`config.mk`:
```
export PLATFORM = sky130hd
export DESIGN_NAME = etp_timer
export DESIGN_NICKNAME = d
export VERILOG_FILES = /design/src/shared/etp_pkg.sv /design/src/hdl/etp_edge_trig.sv /design/src/hdl/etp_cmp_buf.sv /design/src/hdl/etp_timer.sv
export SDC_FILE = /design/constraint.sdc
export NUM_CORES = 1
export LEC_CHECK = 0
export BUFFER_PORTS_ARGS = -buffer_cell sky130_fd_sc_hd__buf_2
export CORE_MARGIN = 2
export CORE_UTILIZATION = 55
export CTS_CLUSTER_DIAMETER = 150
export DETAILED_ROUTE_END_ITERATION = 6
export GPL_ROUTABILITY_DRIVEN = 0
export PLACE_DENSITY = 0.75
export RECOVER_POWER = 100
export SLEW_MARGIN = 20
export SYNTH_ARGS = -nofsm -noshare
export SYNTH_HDL_FRONTEND = slang
export SYNTH_SLANG_ARGS = --single-unit
```
`constraint.sdc`:
```
create_clock -name clk_sys -period 6.61 [get_ports clk_sys]
set_input_delay 1.322 -clock clk_sys [delete_from_list [all_inputs] [get_ports clk_sys]]
set_output_delay 1.322 -clock clk_sys [all_outputs]
set_load 0.02 [all_outputs]
```
`src/shared/etp_pkg.sv`:
```
`default_nettype none
package etp_pkg;
  // ------------------------------------------------------------
  // register byte offsets
  // ------------------------------------------------------------
  localparam logic [7:0] OFS_CTL0 = 8'h00;
  localparam logic [7:0] OFS_CTL1 = 8'h04;
  localparam logic [7:0] OFS_OUTCTL = 8'h08;
  localparam logic [7:0] OFS_CAPCTL = 8'h0c;
  localparam logic [7:0] OFS_TRGCTL = 8'h10;
  localparam logic [7:0] OFS_OPT = 8'h14;
  localparam logic [7:0] OFS_PER = 8'h18;
  localparam logic [7:0] OFS_DUTY = 8'h1c;
  localparam logic [7:0] OFS_CNT = 8'h20;
  localparam logic [7:0] OFS_STAT = 8'h24;
  // ------------------------------------------------------------
  // field positions
  // ------------------------------------------------------------
  localparam int CTL0_CE_BIT = 0;
  localparam int CTL1_MD_LSB = 0;
  localparam int CTL1_EST_BIT = 6;
  localparam int OUT_TOE_BIT = 0;
  localparam int OUT_TOL_BIT = 1;
  localparam int OUT_POE_BIT = 2;
  localparam int OUT_POL_BIT = 3;
  localparam int STAT_RUN_BIT = 0;
  localparam int STAT_WAIT_BIT = 1;
  // ------------------------------------------------------------
  // codes and reset values
  // ------------------------------------------------------------
  localparam logic [2:0] MODE_EXT_TRIG = 3'h2;
  localparam logic [1:0] EDGE_NONE = 2'h0;
  localparam logic [1:0] EDGE_RISE = 2'h1;
  localparam logic [1:0] EDGE_FALL = 2'h2;
  localparam logic [1:0] EDGE_BOTH = 2'h3;
  localparam logic [15:0] CNT_IDLE = 16'hffff;
  localparam logic [15:0] CNT_ZERO = 16'h0000;
  localparam logic [7:0] RST_BYTE = 8'h00;
  localparam logic [15:0] RST_CMP = 16'h0000;
  // ------------------------------------------------------------
  // types
  // ------------------------------------------------------------
  typedef enum logic [1:0] {ST_STOP, ST_WAIT, ST_RUN} etp_state_t;
  typedef struct packed {
    logic pwm;
    logic toggle;
  } etp_pins_t;
  typedef struct packed {
    logic period;
    logic duty;
  } etp_irq_t;
endpackage
`default_nettype wire

```
`src/hdl/etp_edge_trig.sv`:
```
`default_nettype none
module etp_edge_trig (
  // clock and reset
  input wire logic clk_sys,
  input wire logic rst_n,
  // trigger pin and edge choice
  input wire logic trig_in,
  input wire logic [1:0] edge_sel,
  // one-cycle trigger
  output logic trig_pulse
);
  logic sync1_reg;
  logic sync2_reg;
  logic prev_reg;
  logic rise;
  logic fall;

  always_ff @(posedge clk_sys) begin
    if (!rst_n) begin
      sync1_reg <= 1'b0;
      sync2_reg <= 1'b0;
      prev_reg <= 1'b0;
    end else begin
      sync1_reg <= trig_in;
      sync2_reg <= sync1_reg;
      prev_reg <= sync2_reg;
    end
  end

  assign rise = sync2_reg & ~prev_reg;
  assign fall = ~sync2_reg & prev_reg;

  always_ff @(posedge clk_sys) begin
    if (!rst_n) begin
      trig_pulse <= 1'b0;
    end else begin
      case (edge_sel)
        etp_pkg::EDGE_RISE: trig_pulse <= rise;
        etp_pkg::EDGE_FALL: trig_pulse <= fall;
        etp_pkg::EDGE_BOTH: trig_pulse <= rise | fall;
        default: trig_pulse <= 1'b0;
      endcase
    end
  end
endmodule // etp_edge_trig
`default_nettype wire

```
`src/hdl/etp_cmp_buf.sv`:
```
`default_nettype none
module etp_cmp_buf #(
  parameter int W = 16
) (
  // clock and reset
  input wire logic clk_sys,
  input wire logic rst_n,
  // software side
  input wire logic wr_en,
  input wire logic [W-1:0] wr_data,
  // transfer strobe
  input wire logic load,
  // values
  output logic [W-1:0] reg_q,
  output logic [W-1:0] buf_q
);
  always_ff @(posedge clk_sys) begin
    if (!rst_n) begin
      reg_q <= W'(etp_pkg::RST_CMP);
    end else if (wr_en) begin
      reg_q <= wr_data;
    end
  end

  // compare value only moves at a counter clear
  always_ff @(posedge clk_sys) begin
    if (!rst_n) begin
      buf_q <= W'(etp_pkg::RST_CMP);
    end else if (load) begin
      buf_q <= reg_q;
    end
  end
endmodule // etp_cmp_buf
`default_nettype wire

```
`src/hdl/etp_timer.sv`:
```
`default_nettype none
module etp_timer #(
  parameter int CNT_W = 16
) (
  // clock and reset
  input wire logic clk_sys,
  input wire logic rst_n,
  // wishbone slave
  input wire logic wb_cyc_i,
  input wire logic wb_stb_i,
  input wire logic wb_we_i,
  input wire logic [7:0] wb_adr_i,
  input wire logic [3:0] wb_sel_i,
  input wire logic [31:0] wb_dat_i,
  output logic [31:0] wb_dat_o,
  output logic wb_ack_o,
  // external trigger
  input wire logic ext_trig_in,
  // timer pins
  output etp_pkg::etp_pins_t pins_o,
  // match events
  output etp_pkg::etp_irq_t irq_o
);
  // ------------------------------------------------------------
  // helpers
  // ------------------------------------------------------------
  function automatic logic [CNT_W-1:0] merge_lanes(
    input logic [CNT_W-1:0] old,
    input logic [31:0] data,
    input logic [3:0] sel
  );
    logic [CNT_W-1:0] r;
    r = old;
    if (sel[0]) begin
      r[7:0] = data[7:0];
    end
    if (sel[1]) begin
      r[CNT_W-1:8] = data[CNT_W-1:8];
    end
    return r;
  endfunction

  function automatic logic [31:0] widen8(input logic [7:0] v);
    return {24'h000000, v};
  endfunction

  // ------------------------------------------------------------
  // bus decode
  // ------------------------------------------------------------
  logic req;
  logic wr;
  logic wr_ctl0;
  logic wr_ctl1;
  logic wr_out;
  logic wr_cap;
  logic wr_trg;
  logic wr_opt;
  logic wr_per;
  logic wr_duty;

  // write commits at the edge that raises ack
  assign req = wb_cyc_i & wb_stb_i & ~wb_ack_o;
  assign wr = req & wb_we_i;

  always_comb begin
    wr_ctl0 = 1'b0;
    wr_ctl1 = 1'b0;
    wr_out = 1'b0;
    wr_cap = 1'b0;
    wr_trg = 1'b0;
    wr_opt = 1'b0;
    wr_per = 1'b0;
    wr_duty = 1'b0;
    if (wb_adr_i == etp_pkg::OFS_CTL0) begin
      wr_ctl0 = wr & wb_sel_i[0];
    end else if (wb_adr_i == etp_pkg::OFS_CTL1) begin
      wr_ctl1 = wr & wb_sel_i[0];
    end else if (wb_adr_i == etp_pkg::OFS_OUTCTL) begin
      wr_out = wr & wb_sel_i[0];
    end else if (wb_adr_i == etp_pkg::OFS_CAPCTL) begin
      wr_cap = wr & wb_sel_i[0];
    end else if (wb_adr_i == etp_pkg::OFS_TRGCTL) begin
      wr_trg = wr & wb_sel_i[0];
    end else if (wb_adr_i == etp_pkg::OFS_OPT) begin
      wr_opt = wr & wb_sel_i[0];
    end else if (wb_adr_i == etp_pkg::OFS_PER) begin
      wr_per = wr & (|wb_sel_i[1:0]);
    end else if (wb_adr_i == etp_pkg::OFS_DUTY) begin
      wr_duty = wr & (|wb_sel_i[1:0]);
    end
  end

  // ------------------------------------------------------------
  // software registers
  // ------------------------------------------------------------
  logic [7:0] ctl0_reg;
  logic [7:0] ctl1_reg;
  logic [7:0] outctl_reg;
  logic [7:0] capctl_reg;
  logic [7:0] trgctl_reg;
  logic [7:0] opt_reg;
  logic sw_trig_reg;

  always_ff @(posedge clk_sys) begin
    if (!rst_n) begin
      ctl0_reg <= etp_pkg::RST_BYTE;
      ctl1_reg <= etp_pkg::RST_BYTE;
      outctl_reg <= etp_pkg::RST_BYTE;
      trgctl_reg <= etp_pkg::RST_BYTE;
    end else begin
      if (wr_ctl0) begin
        ctl0_reg <= wb_dat_i[7:0];
      end
      if (wr_ctl1) begin
        ctl1_reg <= wb_dat_i[7:0] & ~(8'h01 << etp_pkg::CTL1_EST_BIT);
      end
      if (wr_out) begin
        outctl_reg <= wb_dat_i[7:0];
      end
      if (wr_trg) begin
        trgctl_reg <= wb_dat_i[7:0];
      end
    end
  end

  // stored for software only, never read by the counter logic
  always_ff @(posedge clk_sys) begin
    if (!rst_n) begin
      capctl_reg <= etp_pkg::RST_BYTE;
      opt_reg <= etp_pkg::RST_BYTE;
    end else begin
      if (wr_cap) begin
        capctl_reg <= wb_dat_i[7:0];
      end
      if (wr_opt) begin
        opt_reg <= wb_dat_i[7:0];
      end
    end
  end

  always_ff @(posedge clk_sys) begin
    if (!rst_n) begin
      sw_trig_reg <= 1'b0;
    end else begin
      sw_trig_reg <= wr_ctl1 & wb_dat_i[etp_pkg::CTL1_EST_BIT];
    end
  end

  // ------------------------------------------------------------
  // trigger and compare buffers
  // ------------------------------------------------------------
  logic ext_pulse;
  logic xfer;
  logic [CNT_W-1:0] per_reg;
  logic [CNT_W-1:0] per_buf;
  logic [CNT_W-1:0] duty_reg;
  logic [CNT_W-1:0] duty_buf;

  etp_edge_trig u_trig (
    .clk_sys(clk_sys),
    .rst_n(rst_n),
    .trig_in(ext_trig_in),
    .edge_sel(trgctl_reg[1:0]),
    .trig_pulse(ext_pulse)
  );

  etp_cmp_buf #(.W(CNT_W)) u_per (
    .clk_sys(clk_sys),
    .rst_n(rst_n),
    .wr_en(wr_per),
    .wr_data(merge_lanes(per_reg, wb_dat_i, wb_sel_i)),
    .load(xfer),
    .reg_q(per_reg),
    .buf_q(per_buf)
  );

  etp_cmp_buf #(.W(CNT_W)) u_duty (
    .clk_sys(clk_sys),
    .rst_n(rst_n),
    .wr_en(wr_duty),
    .wr_data(merge_lanes(duty_reg, wb_dat_i, wb_sel_i)),
    .load(xfer),
    .reg_q(duty_reg),
    .buf_q(duty_buf)
  );

  // ------------------------------------------------------------
  // counter core
  // ------------------------------------------------------------
  etp_pkg::etp_state_t state_reg;
  etp_pkg::etp_state_t state_next;
  logic [CNT_W-1:0] cnt_reg;
  logic [CNT_W-1:0] cnt_next;
  logic pwm_reg;
  logic pwm_next;
  logic tog_reg;
  logic tog_next;
  logic dirty_reg;
  logic run_mode;
  logic running;
  logic trig;
  logic per_match;
  logic load;
  logic [CNT_W-1:0] duty_eff;
  logic irq_per_next;
  logic irq_duty_next;

  assign run_mode = ctl0_reg[etp_pkg::CTL0_CE_BIT]
    & (ctl1_reg[etp_pkg::CTL1_MD_LSB +: 3] == etp_pkg::MODE_EXT_TRIG);
  assign running = state_reg == etp_pkg::ST_RUN;
  assign trig = run_mode & (ext_pulse | sw_trig_reg);
  assign per_match = run_mode & running & (cnt_reg == per_buf);
  assign load = trig | per_match;
  // first start always loads; later clears need a fresh duty write
  assign xfer = load & (dirty_reg | ~running);
  assign duty_eff = xfer ? duty_reg : duty_buf;

  always_comb begin
    state_next = state_reg;
    case (state_reg)
      etp_pkg::ST_STOP: begin
        if (trig) begin
          state_next = etp_pkg::ST_RUN;
        end else if (run_mode) begin
          state_next = etp_pkg::ST_WAIT;
        end
      end
      etp_pkg::ST_WAIT: begin
        if (!run_mode) begin
          state_next = etp_pkg::ST_STOP;
        end else if (trig) begin
          state_next = etp_pkg::ST_RUN;
        end
      end
      default: begin
        if (!run_mode) begin
          state_next = etp_pkg::ST_STOP;
        end
      end
    endcase
  end

  always_comb begin
    if (!run_mode) begin
      cnt_next = CNT_W'(etp_pkg::CNT_IDLE);
    end else if (load) begin
      cnt_next = CNT_W'(etp_pkg::CNT_ZERO);
    end else if (running) begin
      cnt_next = cnt_reg + CNT_W'(1);
    end else begin
      cnt_next = cnt_reg;
    end
  end

  // duty match on the next count so the edge lands with the counter value
  always_comb begin
    if (!run_mode) begin
      pwm_next = 1'b0;
    end else if (load) begin
      pwm_next = duty_eff != CNT_W'(0);
    end else if (running && cnt_next == duty_buf) begin
      pwm_next = 1'b0;
    end else begin
      pwm_next = pwm_reg;
    end
  end

  assign tog_next = load ? ~tog_reg : tog_reg;

  // a trigger swallows the match events of its own cycle
  assign irq_per_next = per_match & ~trig;
  assign irq_duty_next = run_mode & running & ~trig
    & ((~load & (cnt_next == duty_buf))
       | (per_match & (duty_eff == CNT_W'(0))));

  always_ff @(posedge clk_sys) begin
    if (!rst_n) begin
      state_reg <= etp_pkg::ST_STOP;
      cnt_reg <= CNT_W'(etp_pkg::CNT_IDLE);
    end else begin
      state_reg <= state_next;
      cnt_reg <= cnt_next;
    end
  end

  always_ff @(posedge clk_sys) begin
    if (!rst_n) begin
      pwm_reg <= 1'b0;
      tog_reg <= 1'b0;
    end else begin
      pwm_reg <= pwm_next;
      tog_reg <= tog_next;
    end
  end

  // a duty write landing with the transfer keeps the flag set
  always_ff @(posedge clk_sys) begin
    if (!rst_n) begin
      dirty_reg <= 1'b0;
    end else if (wr_duty) begin
      dirty_reg <= 1'b1;
    end else if (xfer) begin
      dirty_reg <= 1'b0;
    end
  end

  // ------------------------------------------------------------
  // pins and events
  // ------------------------------------------------------------
  always_ff @(posedge clk_sys) begin
    if (!rst_n) begin
      pins_o <= '0;
      irq_o <= '0;
    end else begin
      pins_o.pwm <= outctl_reg[etp_pkg::OUT_POE_BIT]
        & (pwm_next ^ outctl_reg[etp_pkg::OUT_POL_BIT]);
      pins_o.toggle <= outctl_reg[etp_pkg::OUT_TOE_BIT] ? tog_next
        : outctl_reg[etp_pkg::OUT_TOL_BIT];
      irq_o.period <= irq_per_next;
      irq_o.duty <= irq_duty_next;
    end
  end

  // ------------------------------------------------------------
  // bus answer
  // ------------------------------------------------------------
  logic [31:0] rd_mux;

  always_comb begin
    rd_mux = 32'h00000000;
    if (wb_adr_i == etp_pkg::OFS_CTL0) begin
      rd_mux = widen8(ctl0_reg);
    end else if (wb_adr_i == etp_pkg::OFS_CTL1) begin
      rd_mux = widen8(ctl1_reg);
    end else if (wb_adr_i == etp_pkg::OFS_OUTCTL) begin
      rd_mux = widen8(outctl_reg);
    end else if (wb_adr_i == etp_pkg::OFS_CAPCTL) begin
      rd_mux = widen8(capctl_reg);
    end else if (wb_adr_i == etp_pkg::OFS_TRGCTL) begin
      rd_mux = widen8(trgctl_reg);
    end else if (wb_adr_i == etp_pkg::OFS_OPT) begin
      rd_mux = widen8(opt_reg);
    end else if (wb_adr_i == etp_pkg::OFS_PER) begin
      rd_mux[CNT_W-1:0] = per_reg;
    end else if (wb_adr_i == etp_pkg::OFS_DUTY) begin
      rd_mux[CNT_W-1:0] = duty_reg;
    end else if (wb_adr_i == etp_pkg::OFS_CNT) begin
      rd_mux[CNT_W-1:0] = cnt_reg;
    end else if (wb_adr_i == etp_pkg::OFS_STAT) begin
      rd_mux[etp_pkg::STAT_RUN_BIT] = running;
      rd_mux[etp_pkg::STAT_WAIT_BIT] = state_reg == etp_pkg::ST_WAIT;
    end
  end

  // unmapped offsets still ack, reading zero
  always_ff @(posedge clk_sys) begin
    if (!rst_n) begin
      wb_ack_o <= 1'b0;
      wb_dat_o <= 32'h00000000;
    end else begin
      wb_ack_o <= req;
      wb_dat_o <= req ? rd_mux : 32'h00000000;
    end
  end
endmodule // etp_timer
`default_nettype wire

```
==> results.py <==
metrics = {
    "status": {
        "status": "finished with violations",
        "violations": "max-capacitance violations, max-slew violations",
    },
    "layout": {
        "final_common_cell": "dfxtp_1",
        "fillers": 1214,
        "syn2layout_area_growth_pct": 10.92,
        "regArea_um2": 3163,
        "layout_common_cells": "dfxtp_1 (158), nand2_1 (103), mux2i_1 (95)",
        "fin_nets": 946,
        "fin_cells": 1086,
        "multiInputGateArea_um2": 4300,
        "num_antenna_cells": 0,
        "fin_util_pct": 62.21,
        "drive_gt1_share_pct": 10.38,
    },
    "floorplanning": {
        "start_util_pct": 56.09,
        "dieArea_um2": 15070,
        "fp-row-count": 43,
        "core_um2": 13830,
        "fp.dieH_um": 122.7,
        "top_level_ports": 87,
        "die_x_um": 122.7,
    },
    "critical_path": {
        "slowest_stage": "clkbuf_1",
        "slowest_delay_ns": 2.71,
        "rrSetupSlack_ns": 2.73,
        "crit_path_max_fanout": 110,
        "crit_type": "input pin to register",
        "cp_data_required_time_ns": 6.96,
        "path_common_cell": "clkbuf_1",
        "path_cells": "clkbuf_1 -> clkbuf_1 -> and3_1",
        "crit_buf_inv": 2,
        "cp_data_arrival_time_ns": 5.11,
        "start_kind": "input pin",
        "path_delay_family": "buffers and inverters",
        "cp-end-kind": "register",
    },
    "clocking": {
        "clkLatencyLatePin_ns": 0.44,
        "cts_tree": "built",
        "ctsHtreeMaxLevel": 4,
        "clockBufferDepth": 2,
        "clockRootBuffer": "clkbuf_16",
        "cts_made_buffers": 17,
        "cts_setup_buffers": 0,
        "clock_sinks": 158,
        "cts-hold-fix-buffers": 0,
        "cts_resized": 0,
        "cts.clk_slew.worst_paths_ns": 0.06,
    },
    "place": {
        "dp_hpwl_mm": 13.92,
        "portBuffers": 52,
        "placed_cells": 1054,
    },
    "detailed_routing": {
        "wl_per_cell_um": 18.43,
        "avgViaCountPerCell": 5.948,
        "drt_iter0_drc": 684,
        "vias": 6460,
        "drtAntennaViolNets": 0,
        "drc": 0,
        "wl_mm": 20.01,
        "dr.pass1.iters": 6,
    },
    "synthesis": {
        "synth.avg_cell_area_um2": 8.965,
        "ys_ff_latch": 158,
        "yosysTopAreaCell": "dfxtp_1",
        "yosys.area.top_type_share_pct": 40.79,
        "synth.cell_area_um2": 7755,
        "ys_types": 68,
        "syn_inst": 865,
        "ys_warn_count": 0,
        "ys_top_cells_by_area": "dfxtp_1 (41%), mux2i_1 (12%), nor2b_1 (6.6%)",
        "synth_edf_count": 0,
        "yosysSeqAreaShare_pct": 40.79,
        "async_reset_ff_share_pct": 0,
        "synth_top_flop_cell": "dfxtp_1",
    },
    "grt": {
        "grt_usage_pct": 27.49,
        "grt_max_degree": 111,
        "overflow": 0,
        "grt_pass1_wl_mm": 31.66,
        "grt_pass1_vias": 5994,
        "antenna_found_initial": 0,
    },
    "sta": {
        "max_clock_freq_ghz": 0.2102,
        "setup_viol": 0,
        "skew_ns": 0.008668,
        "setup_tns_ns": 0,
        "rsz0062_at_grt": "no",
        "fin_crit_ns": 4.758,
        "min_period_over_period_pct": 71.98,
        "slew_violations": 111,
        "worst_pin_slew_ns": 3.804,
        "slew_headroom_pct": -153.6,
        "hold_violations": 0,
        "whs_ns": 0.4362,
    },
    "power": {
        "leakagePower_nw": 3.047,
        "powerDensity_nw_per_um2": 232.8,
        "vdd_drop_max_mv": 0.1885,
    },
    "hold_path": {
        "hp-class": "register to register",
    },
    "run": {
        "drv_cap": 1,
    },
}
[report_power, final]
group | total [mW] | internal, mW | switching, mW
Clock | 0.984 | 0.561 | 0.423
Combinational | 0.0647 | 0.0242 | 0.0405
Sequential | 0.954 | 0.953 | 0.000561
[synthesized netlist by cell type (3+ instances only)]
cell	n
and3_1	6
or4_1	4
o31ai_1	3
o21ai_0	32
nand3b_1	4
nor2b_1	82
nor4bb_1	3
a222oi_1	6
nor3_1	9
buf_2	4
a22oi_1	4
or2_2	4
nor2_1	52
xnor2_1	10
o2111ai_1	3
ha_1	3
mux2i_1	95
and2_1	8
or3_1	10
a21oi_1	25
nand3_1	12
clkbuf_1	45
nor4_1	18
nor3_2	3
a211oi_1	6
a211o_1	3
mux2_2	7
a221oi_1	6
dfxtp_1	158
buf_4	16
nand4_1	9
a21boi_0	33
inv_1	9
o22ai_1	5
xor2_1	19
a31oi_1	3
nand2_1	103
[worst reg2reg max path: stages (launching register included)]
cell,delay (ns)
dfxtp_1,0.60
xor2_1,0.18
nor4_1,0.39
and3_1,0.33
a21boi_0,0.27
nor2_1,0.95
clkbuf_1,0.75
nand2_1,0.13
a21boi_0,0.20
[metrics by stage]
stage	cell area, µm²	power [mW]	worst slack (ns)
2_1_floorplan	7811	1.024	3.190
3_3_place_gp	8059	1.037	2.505
3_5_place_dp	8059	1.037	2.473
4_1_cts	8647	2.007	2.910
5_1_grt	8602	2.056	1.494
6_report	8602	2.002	1.852
[layout make-up]
| class | count | area share [%] |
|---|---|---|
| clock inverters | 15 | 1.891 |
| well taps | 180 | 2.618 |
| inverters | 9 | 0.3927 |
| clock buffers | 17 | 4.945 |
| repair buffers | 61 | 3.389 |
| flip-flops and latches | 158 | 36.77 |
| multi-input cells | 646 | 49.99 |
[per-layer routing]
layer,track usage [%],vias up,part of all wire (%)
met5,0,-,0
met4,11.14,0,2.8
met3,6.506,47,7.5
met2,40.78,262,44
met1,38.33,3057,46
li1,-,3094,-
[path summary, 6_finish.rpt]
path                                  endpoint                         from  depth (start not counted)
setup / recovery        sw_trig_reg$_SDFF_PN0_                        rst_n                          3
hold / removal     u_trig.sync2_reg$_SDFF_PN0_  u_trig.sync1_reg$_SDFF_PN0_                          1
setup reg to reg  u_per.buf_q[15]$_SDFFE_PN0P_        cnt_reg[7]$_SDFF_PN1_                          8
hold reg to reg    u_trig.sync2_reg$_SDFF_PN0_  u_trig.sync1_reg$_SDFF_PN0_                          1
[cells by family (layout without fill, tap and decap cells)]
family | count (synthesis) | count (layout) | synth area share [%]
AOI/OAI and AO/OA | 146 | 146 | 12.79
xor gates and xnor gates | 30 | 30 | 3.485
adders and majority gates | 3 | 3 | 0.4841
buffers and inverters | 76 | 102 | 4.534
DFF | 158 | 158 | 40.79
muxes | 102 | 102 | 13.28
other | 1 | 16 | 0.04836
and+or+nand+nor | 349 | 349 | 24.59
Note: power is estimated with default switching activity, not from simulation.
